===== config.mk =====
export PLATFORM = sky130hd
export DESIGN_NAME = tcsi_bank
export DESIGN_NICKNAME = d
export VERILOG_FILES = /design/src/logic/tcsi_pkg.sv /design/src/logic/tcsi_bank.sv
export SDC_FILE = /design/constraint.sdc
export NUM_CORES = 1
export LEC_CHECK = 0
export ABC_AREA = 1
export BUFFER_PORTS_ARGS = -buffer_cell sky130_fd_sc_hd__buf_2
export CORE_ASPECT_RATIO = 1.25
export CORE_MARGIN = 1
export CORE_UTILIZATION = 29
export CTS_BUF_LIST = sky130_fd_sc_hd__clkbuf_4 sky130_fd_sc_hd__clkbuf_8
export DETAILED_ROUTE_END_ITERATION = 12
export GPL_ROUTABILITY_DRIVEN = 1
export HOLD_SLACK_MARGIN = 0.05
export PLACE_DENSITY = 0.49
export SYNTH_ARGS = -nofsm -noshare
export SYNTH_HDL_FRONTEND = slang
export SYNTH_SLANG_ARGS = --single-unit

===== constraint.sdc =====
create_clock -name ref_clk -period 4.7 [get_ports ref_clk]
set_clock_uncertainty 0.2 [all_clocks]
set_input_delay 1.175 -clock ref_clk [delete_from_list [all_inputs] [get_ports ref_clk]]
set_output_delay 1.175 -clock ref_clk [all_outputs]
set_load 0.02 [all_outputs]

===== src/logic/tcsi_pkg.sv =====
// Purpose: Shared constants for the T1 control, status and interrupt bank
// Assumes: Byte-wide parallel port, one clock domain
// Notes:   Offsets are byte addresses on the control port
`default_nettype none

package tcsi_pkg;

  // Control register offsets
  localparam logic [7:0] OFS_LINE_RST_LOOP  = 8'h0A;
  localparam logic [7:0] OFS_TX_CRC_AIS_MON = 8'h19;
  localparam logic [7:0] OFS_RX_CRC_MON     = 8'h1E;
  localparam logic [7:0] OFS_ES_CONTROL     = 8'h30;

  // Status, information and mask register offsets
  localparam logic [7:0] OFS_STATUS_ONE     = 8'h20;
  localparam logic [7:0] OFS_STATUS_TWO     = 8'h21;
  localparam logic [7:0] OFS_RX_INFO_ONE    = 8'h22;
  localparam logic [7:0] OFS_RX_INFO_TWO    = 8'h31;
  localparam logic [7:0] OFS_RX_INFO_THREE  = 8'h10;
  localparam logic [7:0] OFS_LINK_STATUS    = 8'h32;
  localparam logic [7:0] OFS_IRQ_MASK_ONE   = 8'h23;
  localparam logic [7:0] OFS_IRQ_MASK_TWO   = 8'h24;
  localparam logic [7:0] OFS_LINK_IRQ_MASK  = 8'h33;

  // Channel monitor read registers
  localparam logic [7:0] OFS_TX_MONITOR     = 8'h3A;
  localparam logic [7:0] OFS_RX_MONITOR     = 8'h3B;

  // Field positions
  localparam int unsigned POS_CRC_VARIANT   = 7;
  localparam int unsigned POS_ALL_ONES      = 5;
  localparam int unsigned POS_LINE_IF_RST   = 7;
  localparam int unsigned POS_REMOTE_LOOP   = 6;
  localparam int unsigned POS_ES_RESET      = 6;

  // Writable bits of the control registers, used event bits of receive info three
  localparam logic [7:0] RX_CTRL_USED       = 8'h9F;
  localparam logic [7:0] RST_LOOP_USED      = 8'hC0;
  localparam logic [7:0] RX_INFO_THREE_USED = 8'hF8;

  // Alarm bits of status register one
  localparam logic [7:0] ALARM_BITS         = 8'h0F;

  // Status register indices
  localparam int unsigned NUM_STATUS        = 6;
  localparam int unsigned IDX_SR1           = 0;
  localparam int unsigned IDX_SR2           = 1;
  localparam int unsigned IDX_RX_INFO_REG_ONE          = 2;
  localparam int unsigned IDX_RX_INFO_REG_TWO          = 3;
  localparam int unsigned IDX_RX_INFO_REG_THREE          = 4;
  localparam int unsigned IDX_LINK_CHANNEL_STATUS          = 5;

  // Values after reset
  localparam logic [7:0] RESET_BYTE         = 8'h00;

endpackage : tcsi_pkg

`default_nettype wire


===== src/logic/tcsi_bank.sv =====
// Purpose: Control registers, latched status bank and interrupt output
// Assumes: Port strobes are one-cycle pulses synchronous to ref_clk
// Notes:   Read data is registered and appears one cycle after cpu_rd
`default_nettype none
`timescale 1ns/1ps

// What this block does
// - Tx and rx CRC6 variant select bits, chosen independently per direction.
// - Line all-ones force replaces transmit line data with unframed all ones.
// - Five-bit transmit channel field picks channel copied to transmit monitor.
// - Five-bit receive channel field picks channel copied to receive monitor.
// - Rising edge of line interface reset bit fires one internal reset.
// - Remote loop sends received line data back out, formatter ignored.
// - Status bit sets on its event or alarm and holds until read.
// - Read clears latched bit where mask and image bits are one; alarm bits stay set while alarm persists.
// - Mask write refreshes read image only where mask bit is one.
// - Status one, two and link status drive interrupt through masks.
// - Unmasked alarm bit asserts interrupt on every alarm state change.
// - Reading the alarm bit releases interrupt even with alarm active.
// - Unmasked event bit asserts interrupt; reading it releases it.
// - Rising edge of elastic store reset bit forces known store depth.
module tcsi_bank (
  // Clock and reset
  input  wire logic       ref_clk,
  input  wire logic       rst_b,
  // Parallel control port
  input  wire logic [7:0] cpu_addr,
  input  wire logic       cpu_wr,
  input  wire logic       cpu_rd,
  input  wire logic [7:0] cpu_wdata,
  output logic      [7:0] cpu_rdata,
  output logic            int_b,
  // Status sources, events are pulses, alarms are levels
  input  wire logic [7:0] status_one_event,
  input  wire logic [3:0] status_one_alarm,
  input  wire logic [7:0] status_two_event,
  input  wire logic [7:0] rx_info_one_event,
  input  wire logic [7:0] rx_info_two_event,
  input  wire logic [7:0] rx_info_three_event,
  input  wire logic [7:0] link_status_event,
  // Channel data for monitors
  input  wire logic       tx_chan_stb,
  input  wire logic [4:0] tx_chan_num,
  input  wire logic [7:0] tx_chan_data,
  input  wire logic       rx_chan_stb,
  input  wire logic [4:0] rx_chan_num,
  input  wire logic [7:0] rx_chan_data,
  // Line data, one bit per tx_bit_stb
  input  wire logic       tx_bit_stb,
  input  wire logic       fmt_tx_pos,
  input  wire logic       fmt_tx_neg,
  input  wire logic       line_rx_positive_in,
  input  wire logic       line_rx_negative_in,
  output logic            line_tx_positive_out,
  output logic            line_tx_negative_out,
  // Controls toward framer and line interface
  output logic            tx_crc_variant_sel,
  output logic            rx_crc_variant_sel,
  output logic            line_if_reset_pulse,
  output logic            elastic_store_reset_pulse
);

  // Control registers
  logic [7:0] ccr_tx_q, ccr_tx_d;
  logic [7:0] ccr_rx_q, ccr_rx_d;
  logic [7:0] ccr_rl_q, ccr_rl_d;
  logic [7:0] ccr_es_q, ccr_es_d;
  logic [7:0] irq_mask_one_q,   irq_mask_one_d;
  logic [7:0] irq_mask_two_q,   irq_mask_two_d;
  logic [7:0] link_channel_irq_mask_q,   link_channel_irq_mask_d;
  logic [7:0] tmon_q,   tmon_d;
  logic [7:0] rmon_q,   rmon_d;

  // Status bank
  logic [7:0] evt      [tcsi_pkg::NUM_STATUS];
  logic [7:0] lat_q    [tcsi_pkg::NUM_STATUS];
  logic [7:0] img_q    [tcsi_pkg::NUM_STATUS];
  logic [7:0] msk_q    [tcsi_pkg::NUM_STATUS];
  logic [tcsi_pkg::NUM_STATUS-1:0] wr_hit;
  logic [tcsi_pkg::NUM_STATUS-1:0] rd_hit;
  logic [3:0] alm_prev_q, alm_prev_d;
  logic [3:0] chg_q,      chg_d;

  // Outputs and edge state
  logic [7:0] rdata_q, rdata_d;
  logic       int_b_q, int_b_d;
  logic       ltx_p_q, ltx_p_d;
  logic       ltx_n_q, ltx_n_d;
  logic       ais_mark_q, ais_mark_d;
  logic       lir_pulse_q, lir_pulse_d;
  logic       es_pulse_q,  es_pulse_d;
  logic       pend;

  assign evt[tcsi_pkg::IDX_SR1]  = status_one_event
                                 | {4'h0, status_one_alarm};
  assign evt[tcsi_pkg::IDX_SR2]  = status_two_event;
  assign evt[tcsi_pkg::IDX_RX_INFO_REG_ONE] = rx_info_one_event;
  assign evt[tcsi_pkg::IDX_RX_INFO_REG_TWO] = rx_info_two_event;
  assign evt[tcsi_pkg::IDX_RX_INFO_REG_THREE] = rx_info_three_event
                                 & tcsi_pkg::RX_INFO_THREE_USED;
  assign evt[tcsi_pkg::IDX_LINK_CHANNEL_STATUS] = link_status_event;

  // Status address decode
  always_comb
  begin
    wr_hit = '0;
    rd_hit = '0;
    if (cpu_addr == tcsi_pkg::OFS_STATUS_ONE)
    begin
      wr_hit[tcsi_pkg::IDX_SR1] = cpu_wr;
      rd_hit[tcsi_pkg::IDX_SR1] = cpu_rd;
    end
    else if (cpu_addr == tcsi_pkg::OFS_STATUS_TWO)
    begin
      wr_hit[tcsi_pkg::IDX_SR2] = cpu_wr;
      rd_hit[tcsi_pkg::IDX_SR2] = cpu_rd;
    end
    else if (cpu_addr == tcsi_pkg::OFS_RX_INFO_ONE)
    begin
      wr_hit[tcsi_pkg::IDX_RX_INFO_REG_ONE] = cpu_wr;
      rd_hit[tcsi_pkg::IDX_RX_INFO_REG_ONE] = cpu_rd;
    end
    else if (cpu_addr == tcsi_pkg::OFS_RX_INFO_TWO)
    begin
      wr_hit[tcsi_pkg::IDX_RX_INFO_REG_TWO] = cpu_wr;
      rd_hit[tcsi_pkg::IDX_RX_INFO_REG_TWO] = cpu_rd;
    end
    else if (cpu_addr == tcsi_pkg::OFS_RX_INFO_THREE)
    begin
      wr_hit[tcsi_pkg::IDX_RX_INFO_REG_THREE] = cpu_wr;
      rd_hit[tcsi_pkg::IDX_RX_INFO_REG_THREE] = cpu_rd;
    end
    else if (cpu_addr == tcsi_pkg::OFS_LINK_STATUS)
    begin
      wr_hit[tcsi_pkg::IDX_LINK_CHANNEL_STATUS] = cpu_wr;
      rd_hit[tcsi_pkg::IDX_LINK_CHANNEL_STATUS] = cpu_rd;
    end
  end

  // One latch, read image and mask per status register
  for (genvar g = 0; g < tcsi_pkg::NUM_STATUS; g++)
  begin : g_status
    logic [7:0] lat_d, img_d, msk_d;

    always_comb
    begin
      lat_d = lat_q[g];
      img_d = img_q[g];
      msk_d = msk_q[g];
      if (wr_hit[g])
      begin
        // Only selected positions take fresh status
        img_d = (img_q[g] & ~cpu_wdata) | (lat_q[g] & cpu_wdata);
        msk_d = cpu_wdata;
      end
      if (rd_hit[g])
        lat_d = lat_q[g] & ~(msk_q[g] & img_q[g]);
      // Set beats clear so a coincident event is not lost
      lat_d = lat_d | evt[g];
    end

    always_ff @(posedge ref_clk or negedge rst_b)
    begin
      if (!rst_b)
      begin
        lat_q[g] <= tcsi_pkg::RESET_BYTE;
        img_q[g] <= tcsi_pkg::RESET_BYTE;
        msk_q[g] <= tcsi_pkg::RESET_BYTE;
      end
      else
      begin
        lat_q[g] <= lat_d;
        img_q[g] <= img_d;
        msk_q[g] <= msk_d;
      end
    end
  end

  // Alarm change tracking and interrupt
  always_comb
  begin
    alm_prev_d = status_one_alarm;
    chg_d      = chg_q;
    if (rd_hit[tcsi_pkg::IDX_SR1])
      chg_d = chg_q & ~msk_q[tcsi_pkg::IDX_SR1][3:0];
    chg_d = chg_d | (status_one_alarm ^ alm_prev_q);
    pend  = (|(lat_q[tcsi_pkg::IDX_SR1] & ~tcsi_pkg::ALARM_BITS & irq_mask_one_q))
          | (|(chg_q & irq_mask_one_q[3:0]))
          | (|(lat_q[tcsi_pkg::IDX_SR2] & irq_mask_two_q))
          | (|(lat_q[tcsi_pkg::IDX_LINK_CHANNEL_STATUS] & link_channel_irq_mask_q));
    int_b_d = ~pend;
  end

  // Control registers, monitors and read data
  always_comb
  begin
    ccr_tx_d = ccr_tx_q;
    ccr_rx_d = ccr_rx_q;
    ccr_rl_d = ccr_rl_q;
    ccr_es_d = ccr_es_q;
    irq_mask_one_d   = irq_mask_one_q;
    irq_mask_two_d   = irq_mask_two_q;
    link_channel_irq_mask_d   = link_channel_irq_mask_q;
    tmon_d   = tmon_q;
    rmon_d   = rmon_q;
    rdata_d  = rdata_q;
    if (cpu_wr)
    begin
      if (cpu_addr == tcsi_pkg::OFS_TX_CRC_AIS_MON)
        ccr_tx_d = cpu_wdata;
      else if (cpu_addr == tcsi_pkg::OFS_RX_CRC_MON)
        ccr_rx_d = cpu_wdata & tcsi_pkg::RX_CTRL_USED;
      else if (cpu_addr == tcsi_pkg::OFS_LINE_RST_LOOP)
        ccr_rl_d = cpu_wdata & tcsi_pkg::RST_LOOP_USED;
      else if (cpu_addr == tcsi_pkg::OFS_ES_CONTROL)
        ccr_es_d = cpu_wdata;
      else if (cpu_addr == tcsi_pkg::OFS_IRQ_MASK_ONE)
        irq_mask_one_d = cpu_wdata;
      else if (cpu_addr == tcsi_pkg::OFS_IRQ_MASK_TWO)
        irq_mask_two_d = cpu_wdata;
      else if (cpu_addr == tcsi_pkg::OFS_LINK_IRQ_MASK)
        link_channel_irq_mask_d = cpu_wdata;
    end
    if (tx_chan_stb && tx_chan_num == ccr_tx_q[4:0])
      tmon_d = tx_chan_data;
    if (rx_chan_stb && rx_chan_num == ccr_rx_q[4:0])
      rmon_d = rx_chan_data;
    if (cpu_rd)
    begin
      if (cpu_addr == tcsi_pkg::OFS_TX_CRC_AIS_MON)
        rdata_d = ccr_tx_q;
      else if (cpu_addr == tcsi_pkg::OFS_RX_CRC_MON)
        rdata_d = ccr_rx_q;
      else if (cpu_addr == tcsi_pkg::OFS_LINE_RST_LOOP)
        rdata_d = ccr_rl_q;
      else if (cpu_addr == tcsi_pkg::OFS_ES_CONTROL)
        rdata_d = ccr_es_q;
      else if (cpu_addr == tcsi_pkg::OFS_IRQ_MASK_ONE)
        rdata_d = irq_mask_one_q;
      else if (cpu_addr == tcsi_pkg::OFS_IRQ_MASK_TWO)
        rdata_d = irq_mask_two_q;
      else if (cpu_addr == tcsi_pkg::OFS_LINK_IRQ_MASK)
        rdata_d = link_channel_irq_mask_q;
      else if (cpu_addr == tcsi_pkg::OFS_TX_MONITOR)
        rdata_d = tmon_q;
      else if (cpu_addr == tcsi_pkg::OFS_RX_MONITOR)
        rdata_d = rmon_q;
      else if (rd_hit[tcsi_pkg::IDX_SR1])
        rdata_d = img_q[tcsi_pkg::IDX_SR1];
      else if (rd_hit[tcsi_pkg::IDX_SR2])
        rdata_d = img_q[tcsi_pkg::IDX_SR2];
      else if (rd_hit[tcsi_pkg::IDX_RX_INFO_REG_ONE])
        rdata_d = img_q[tcsi_pkg::IDX_RX_INFO_REG_ONE];
      else if (rd_hit[tcsi_pkg::IDX_RX_INFO_REG_TWO])
        rdata_d = img_q[tcsi_pkg::IDX_RX_INFO_REG_TWO];
      else if (rd_hit[tcsi_pkg::IDX_RX_INFO_REG_THREE])
        rdata_d = img_q[tcsi_pkg::IDX_RX_INFO_REG_THREE];
      else if (rd_hit[tcsi_pkg::IDX_LINK_CHANNEL_STATUS])
        rdata_d = img_q[tcsi_pkg::IDX_LINK_CHANNEL_STATUS];
      else
        rdata_d = tcsi_pkg::RESET_BYTE;
    end
  end

  // Reset pulses on rising edges of the stored bits only
  always_comb
  begin
    lir_pulse_d = ccr_rl_d[tcsi_pkg::POS_LINE_IF_RST]
                & ~ccr_rl_q[tcsi_pkg::POS_LINE_IF_RST];
    es_pulse_d  = ccr_es_d[tcsi_pkg::POS_ES_RESET]
                & ~ccr_es_q[tcsi_pkg::POS_ES_RESET];
  end

  // Line transmit path; all ones sent as alternating marks
  always_comb
  begin
    ltx_p_d    = ltx_p_q;
    ltx_n_d    = ltx_n_q;
    ais_mark_d = ais_mark_q;
    if (tx_bit_stb)
    begin
      if (ccr_tx_q[tcsi_pkg::POS_ALL_ONES])
      begin
        ltx_p_d    = ~ais_mark_q;
        ltx_n_d    = ais_mark_q;
        ais_mark_d = ~ais_mark_q;
      end
      else if (ccr_rl_q[tcsi_pkg::POS_REMOTE_LOOP])
      begin
        ltx_p_d = line_rx_positive_in;
        ltx_n_d = line_rx_negative_in;
      end
      else
      begin
        ltx_p_d = fmt_tx_pos;
        ltx_n_d = fmt_tx_neg;
      end
    end
  end

  always_ff @(posedge ref_clk or negedge rst_b)
  begin
    if (!rst_b)
    begin
      ccr_tx_q    <= tcsi_pkg::RESET_BYTE;
      ccr_rx_q    <= tcsi_pkg::RESET_BYTE;
      ccr_rl_q    <= tcsi_pkg::RESET_BYTE;
      ccr_es_q    <= tcsi_pkg::RESET_BYTE;
      irq_mask_one_q      <= tcsi_pkg::RESET_BYTE;
      irq_mask_two_q      <= tcsi_pkg::RESET_BYTE;
      link_channel_irq_mask_q      <= tcsi_pkg::RESET_BYTE;
      tmon_q      <= tcsi_pkg::RESET_BYTE;
      rmon_q      <= tcsi_pkg::RESET_BYTE;
      rdata_q     <= tcsi_pkg::RESET_BYTE;
      alm_prev_q  <= 4'h0;
      chg_q       <= 4'h0;
      int_b_q     <= 1'b1;
      ltx_p_q     <= 1'b0;
      ltx_n_q     <= 1'b0;
      ais_mark_q  <= 1'b0;
      lir_pulse_q <= 1'b0;
      es_pulse_q  <= 1'b0;
    end
    else
    begin
      ccr_tx_q    <= ccr_tx_d;
      ccr_rx_q    <= ccr_rx_d;
      ccr_rl_q    <= ccr_rl_d;
      ccr_es_q    <= ccr_es_d;
      irq_mask_one_q      <= irq_mask_one_d;
      irq_mask_two_q      <= irq_mask_two_d;
      link_channel_irq_mask_q      <= link_channel_irq_mask_d;
      tmon_q      <= tmon_d;
      rmon_q      <= rmon_d;
      rdata_q     <= rdata_d;
      alm_prev_q  <= alm_prev_d;
      chg_q       <= chg_d;
      int_b_q     <= int_b_d;
      ltx_p_q     <= ltx_p_d;
      ltx_n_q     <= ltx_n_d;
      ais_mark_q  <= ais_mark_d;
      lir_pulse_q <= lir_pulse_d;
      es_pulse_q  <= es_pulse_d;
    end
  end

  assign cpu_rdata                 = rdata_q;
  assign int_b                     = int_b_q;
  assign line_tx_positive_out      = ltx_p_q;
  assign line_tx_negative_out      = ltx_n_q;
  assign tx_crc_variant_sel        = ccr_tx_q[tcsi_pkg::POS_CRC_VARIANT];
  assign rx_crc_variant_sel        = ccr_rx_q[tcsi_pkg::POS_CRC_VARIANT];
  assign line_if_reset_pulse       = lir_pulse_q;
  assign elastic_store_reset_pulse = es_pulse_q;

endmodule : tcsi_bank

`default_nettype wire


==> flow_summary.ini <==
[floorplanning]
ios = 120
die_h_microns = 211
initial_core_util_pct = 29.4
die_area_sq_um = 35700
core_sq_um = 34400
die_x_microns = 169
rows = 76

[power]
power_mw = 4.39
p_leak_nw = 6.12
powerDensity_nw_per_um2 = 361
ir_drop_mv = 0.230

[run_status]
status = complete, but fails checks
violations = design-rule violations

[critical_path]
ff2ff_setup_slack_ns = 2.23
critPathRequiredTime_ns = 4.98
critPathKind = in2reg
cp-end-kind = register
reg2reg_from = irq_mask_one_q[5]
critPathLaunchType = input port
path_max_fanout = 11
arrival_ns = 3.59
crit_path_start = cpu_addr[2]

[sta]
drv_slew = 0
post-route-min-period_ns = 3.31
fin_hold_ws_ns = 0.258
fin_tns_setup_ns = 0
period_share_pct = 70.4
setup_violations = 0
grt_setup_unrepaired = false
maxSlewHeadroom_pct = 25.8
tightest_slew_ns = 1.08
fmax_mhz = 302
hold_violations = 0

[cts]
cts.sinks = 230
cts-buffers-inserted = 43
cts_hold_buffers = 0
clk_path_buf_depth = 3
cts_resized = 0
root_buffer = clkbuf_8
post_cts_buffers = 0
clock_latency_ns = 0.57
clk_pin_slew_ns = 0.06
htree_levels = 2
cts_tree = built

[grt]
grt_antenna_before_repair = 2
grt_pass1_wl_mm = 47.4
grt_max_degree = 102
first_global_vias = 8253
grt_usage_pct = 17.8
grt_overflow_total = 0

[place]
numPortBuffers = 116
detailed_place_hpwl_mm = 22.7
place.gp.congestion = 0.870

[route]
drtIter0Drc = 621
viasPerCell = 4.51
wl_per_cell_microns = 17.1
first_pass_iters = 9
via_count = 8084
drc_errors = 2
antenna_left = 0
wl_mm = 30.7

[hold_path]
hold_start = msk_q[9]
hp-class = reg2reg

[synth]
yosysWarnings = 0
synth_edf_count = 0
syn_area_sq_um = 10100
synthCells = 1145
synth.top_cells.by_area = dfrtp_1 (57%), nand2_1 (12%), o21ai_0 (7.2%), inv_1 (5.3%), nor2_1 (2.6%)
postSynth.asyncResetShare_pct = 100
yosysMostFrequentCell = nand2_1
syn_area_per_cell_sq_um = 8.84
synth_nets = 1250
ys_ff_latch = 230
ys_types = 50
synth_top_area_share_pct = 56.6
synthTopCellsByCount = nand2_1 (311), dfrtp_1 (229), o21ai_0 (145)
synth.largest_area_cell = dfrtp_1
ys.flop_type = dfrtp_1
ys_seq_area_share_pct = 56.9

[final_layout]
nets = 1404
syn_to_final_growth_pct = 19.9
drive_above_1_share_pct = 18.8

[flow_run]
cap_violations = 0
-- cells in the final DEF, fill, tap and decap left out, types with 13 or more instances in the layout --
master | netlist | layout
a21oi_1 | 25 | 25
buf_2 | 4 | 115
clkbuf_4 | 0 | 13
clkbuf_8 | 0 | 50
dfrtp_1 | 229 | 229
inv_1 | 144 | 144
mux2_2 | 19 | 19
nand2_1 | 311 | 311
nand3_1 | 27 | 27
nor2_1 | 70 | 70
nor3_1 | 19 | 19
o21ai_0 | 145 | 145
o21bai_1 | 32 | 32
-- power by group --
group	total (mW)	leakage, nW	switching, mW	internal, mW
combinational	0.332	3.00	0.209	0.122
clock	1.88	0.440	0.824	1.06
sequential	2.17	2.68	0.0689	2.10
total	4.39	6.12	1.10	3.28
-- logic make-up (layout without fill, tap and decap cells) --
family | Yosys count | count (layout) | share of synthesized area [%]
compound gates | 244 | 244 | 13.7
other cells | 0 | 2 | 0
xor+xnor | 11 | 11 | 0.952
buf+inv | 172 | 349 | 6.50
flops | 230 | 230 | 56.9
simple gates | 466 | 466 | 19.5
mux | 22 | 22 | 2.41
-- metrics by stage --
step	setup slack [ns]	cell area, sq um	utilization, %	std cells
finish	1.39	12100	35.3	1792
global route	1.19	12100	35.2	1790
CTS	1.44	12100	35.2	1790
detailed placement	0.864	11300	32.9	1722
global placement	0.876	11300	32.9	1722
floorplan	1.79	10100	-	1145
-- layout make-up --
class	instances	area, sq um
multi-input combinational	743	3700
fill	3649	22300
antenna	2	5.00
timing repair buffer	127	686
tap	468	586
sequential	230	5760
clock inverter	5	32.5
inverter	154	578
clock buffer	63	786
-- worst max-delay path, cell delays in order --
cell	delay [ns]
buf_2	0.12
nor2_1	0.20
nand3_1	0.27
nor2_2	0.30
nand2_1	0.18
inv_1	0.32
nand2_1	0.10
o21ai_0	0.17
a31oi_1	0.11
nand4_1	0.14
o21ai_0	0.10
o2111ai_1	0.17
a21oi_1	0.12
nor2_1	0.09
-- final timing paths --
path / to / cells after the start
min in group asynchronous: ccr_rx_q[7] / 1
worst min register to register: lat_q[9] / 1
max in group asynchronous: lat_q[31] / 2
worst max-delay path: cpu_rdata[6] / 14
worst max register to register: int_b / 5
worst min-delay path: lat_q[9] / 1
-- routing by layer --
metal	part of all wire [%]	vias to the layer above	global-route usage [%]
met3	5.2	52	3.28
met2	48	233	29.9
met1	43	3795	22.5
li1	-	4004	-
met5	0	-	0
met4	3.3	0	7.30
No activity file was read; power rests on OpenSTA's default activity.
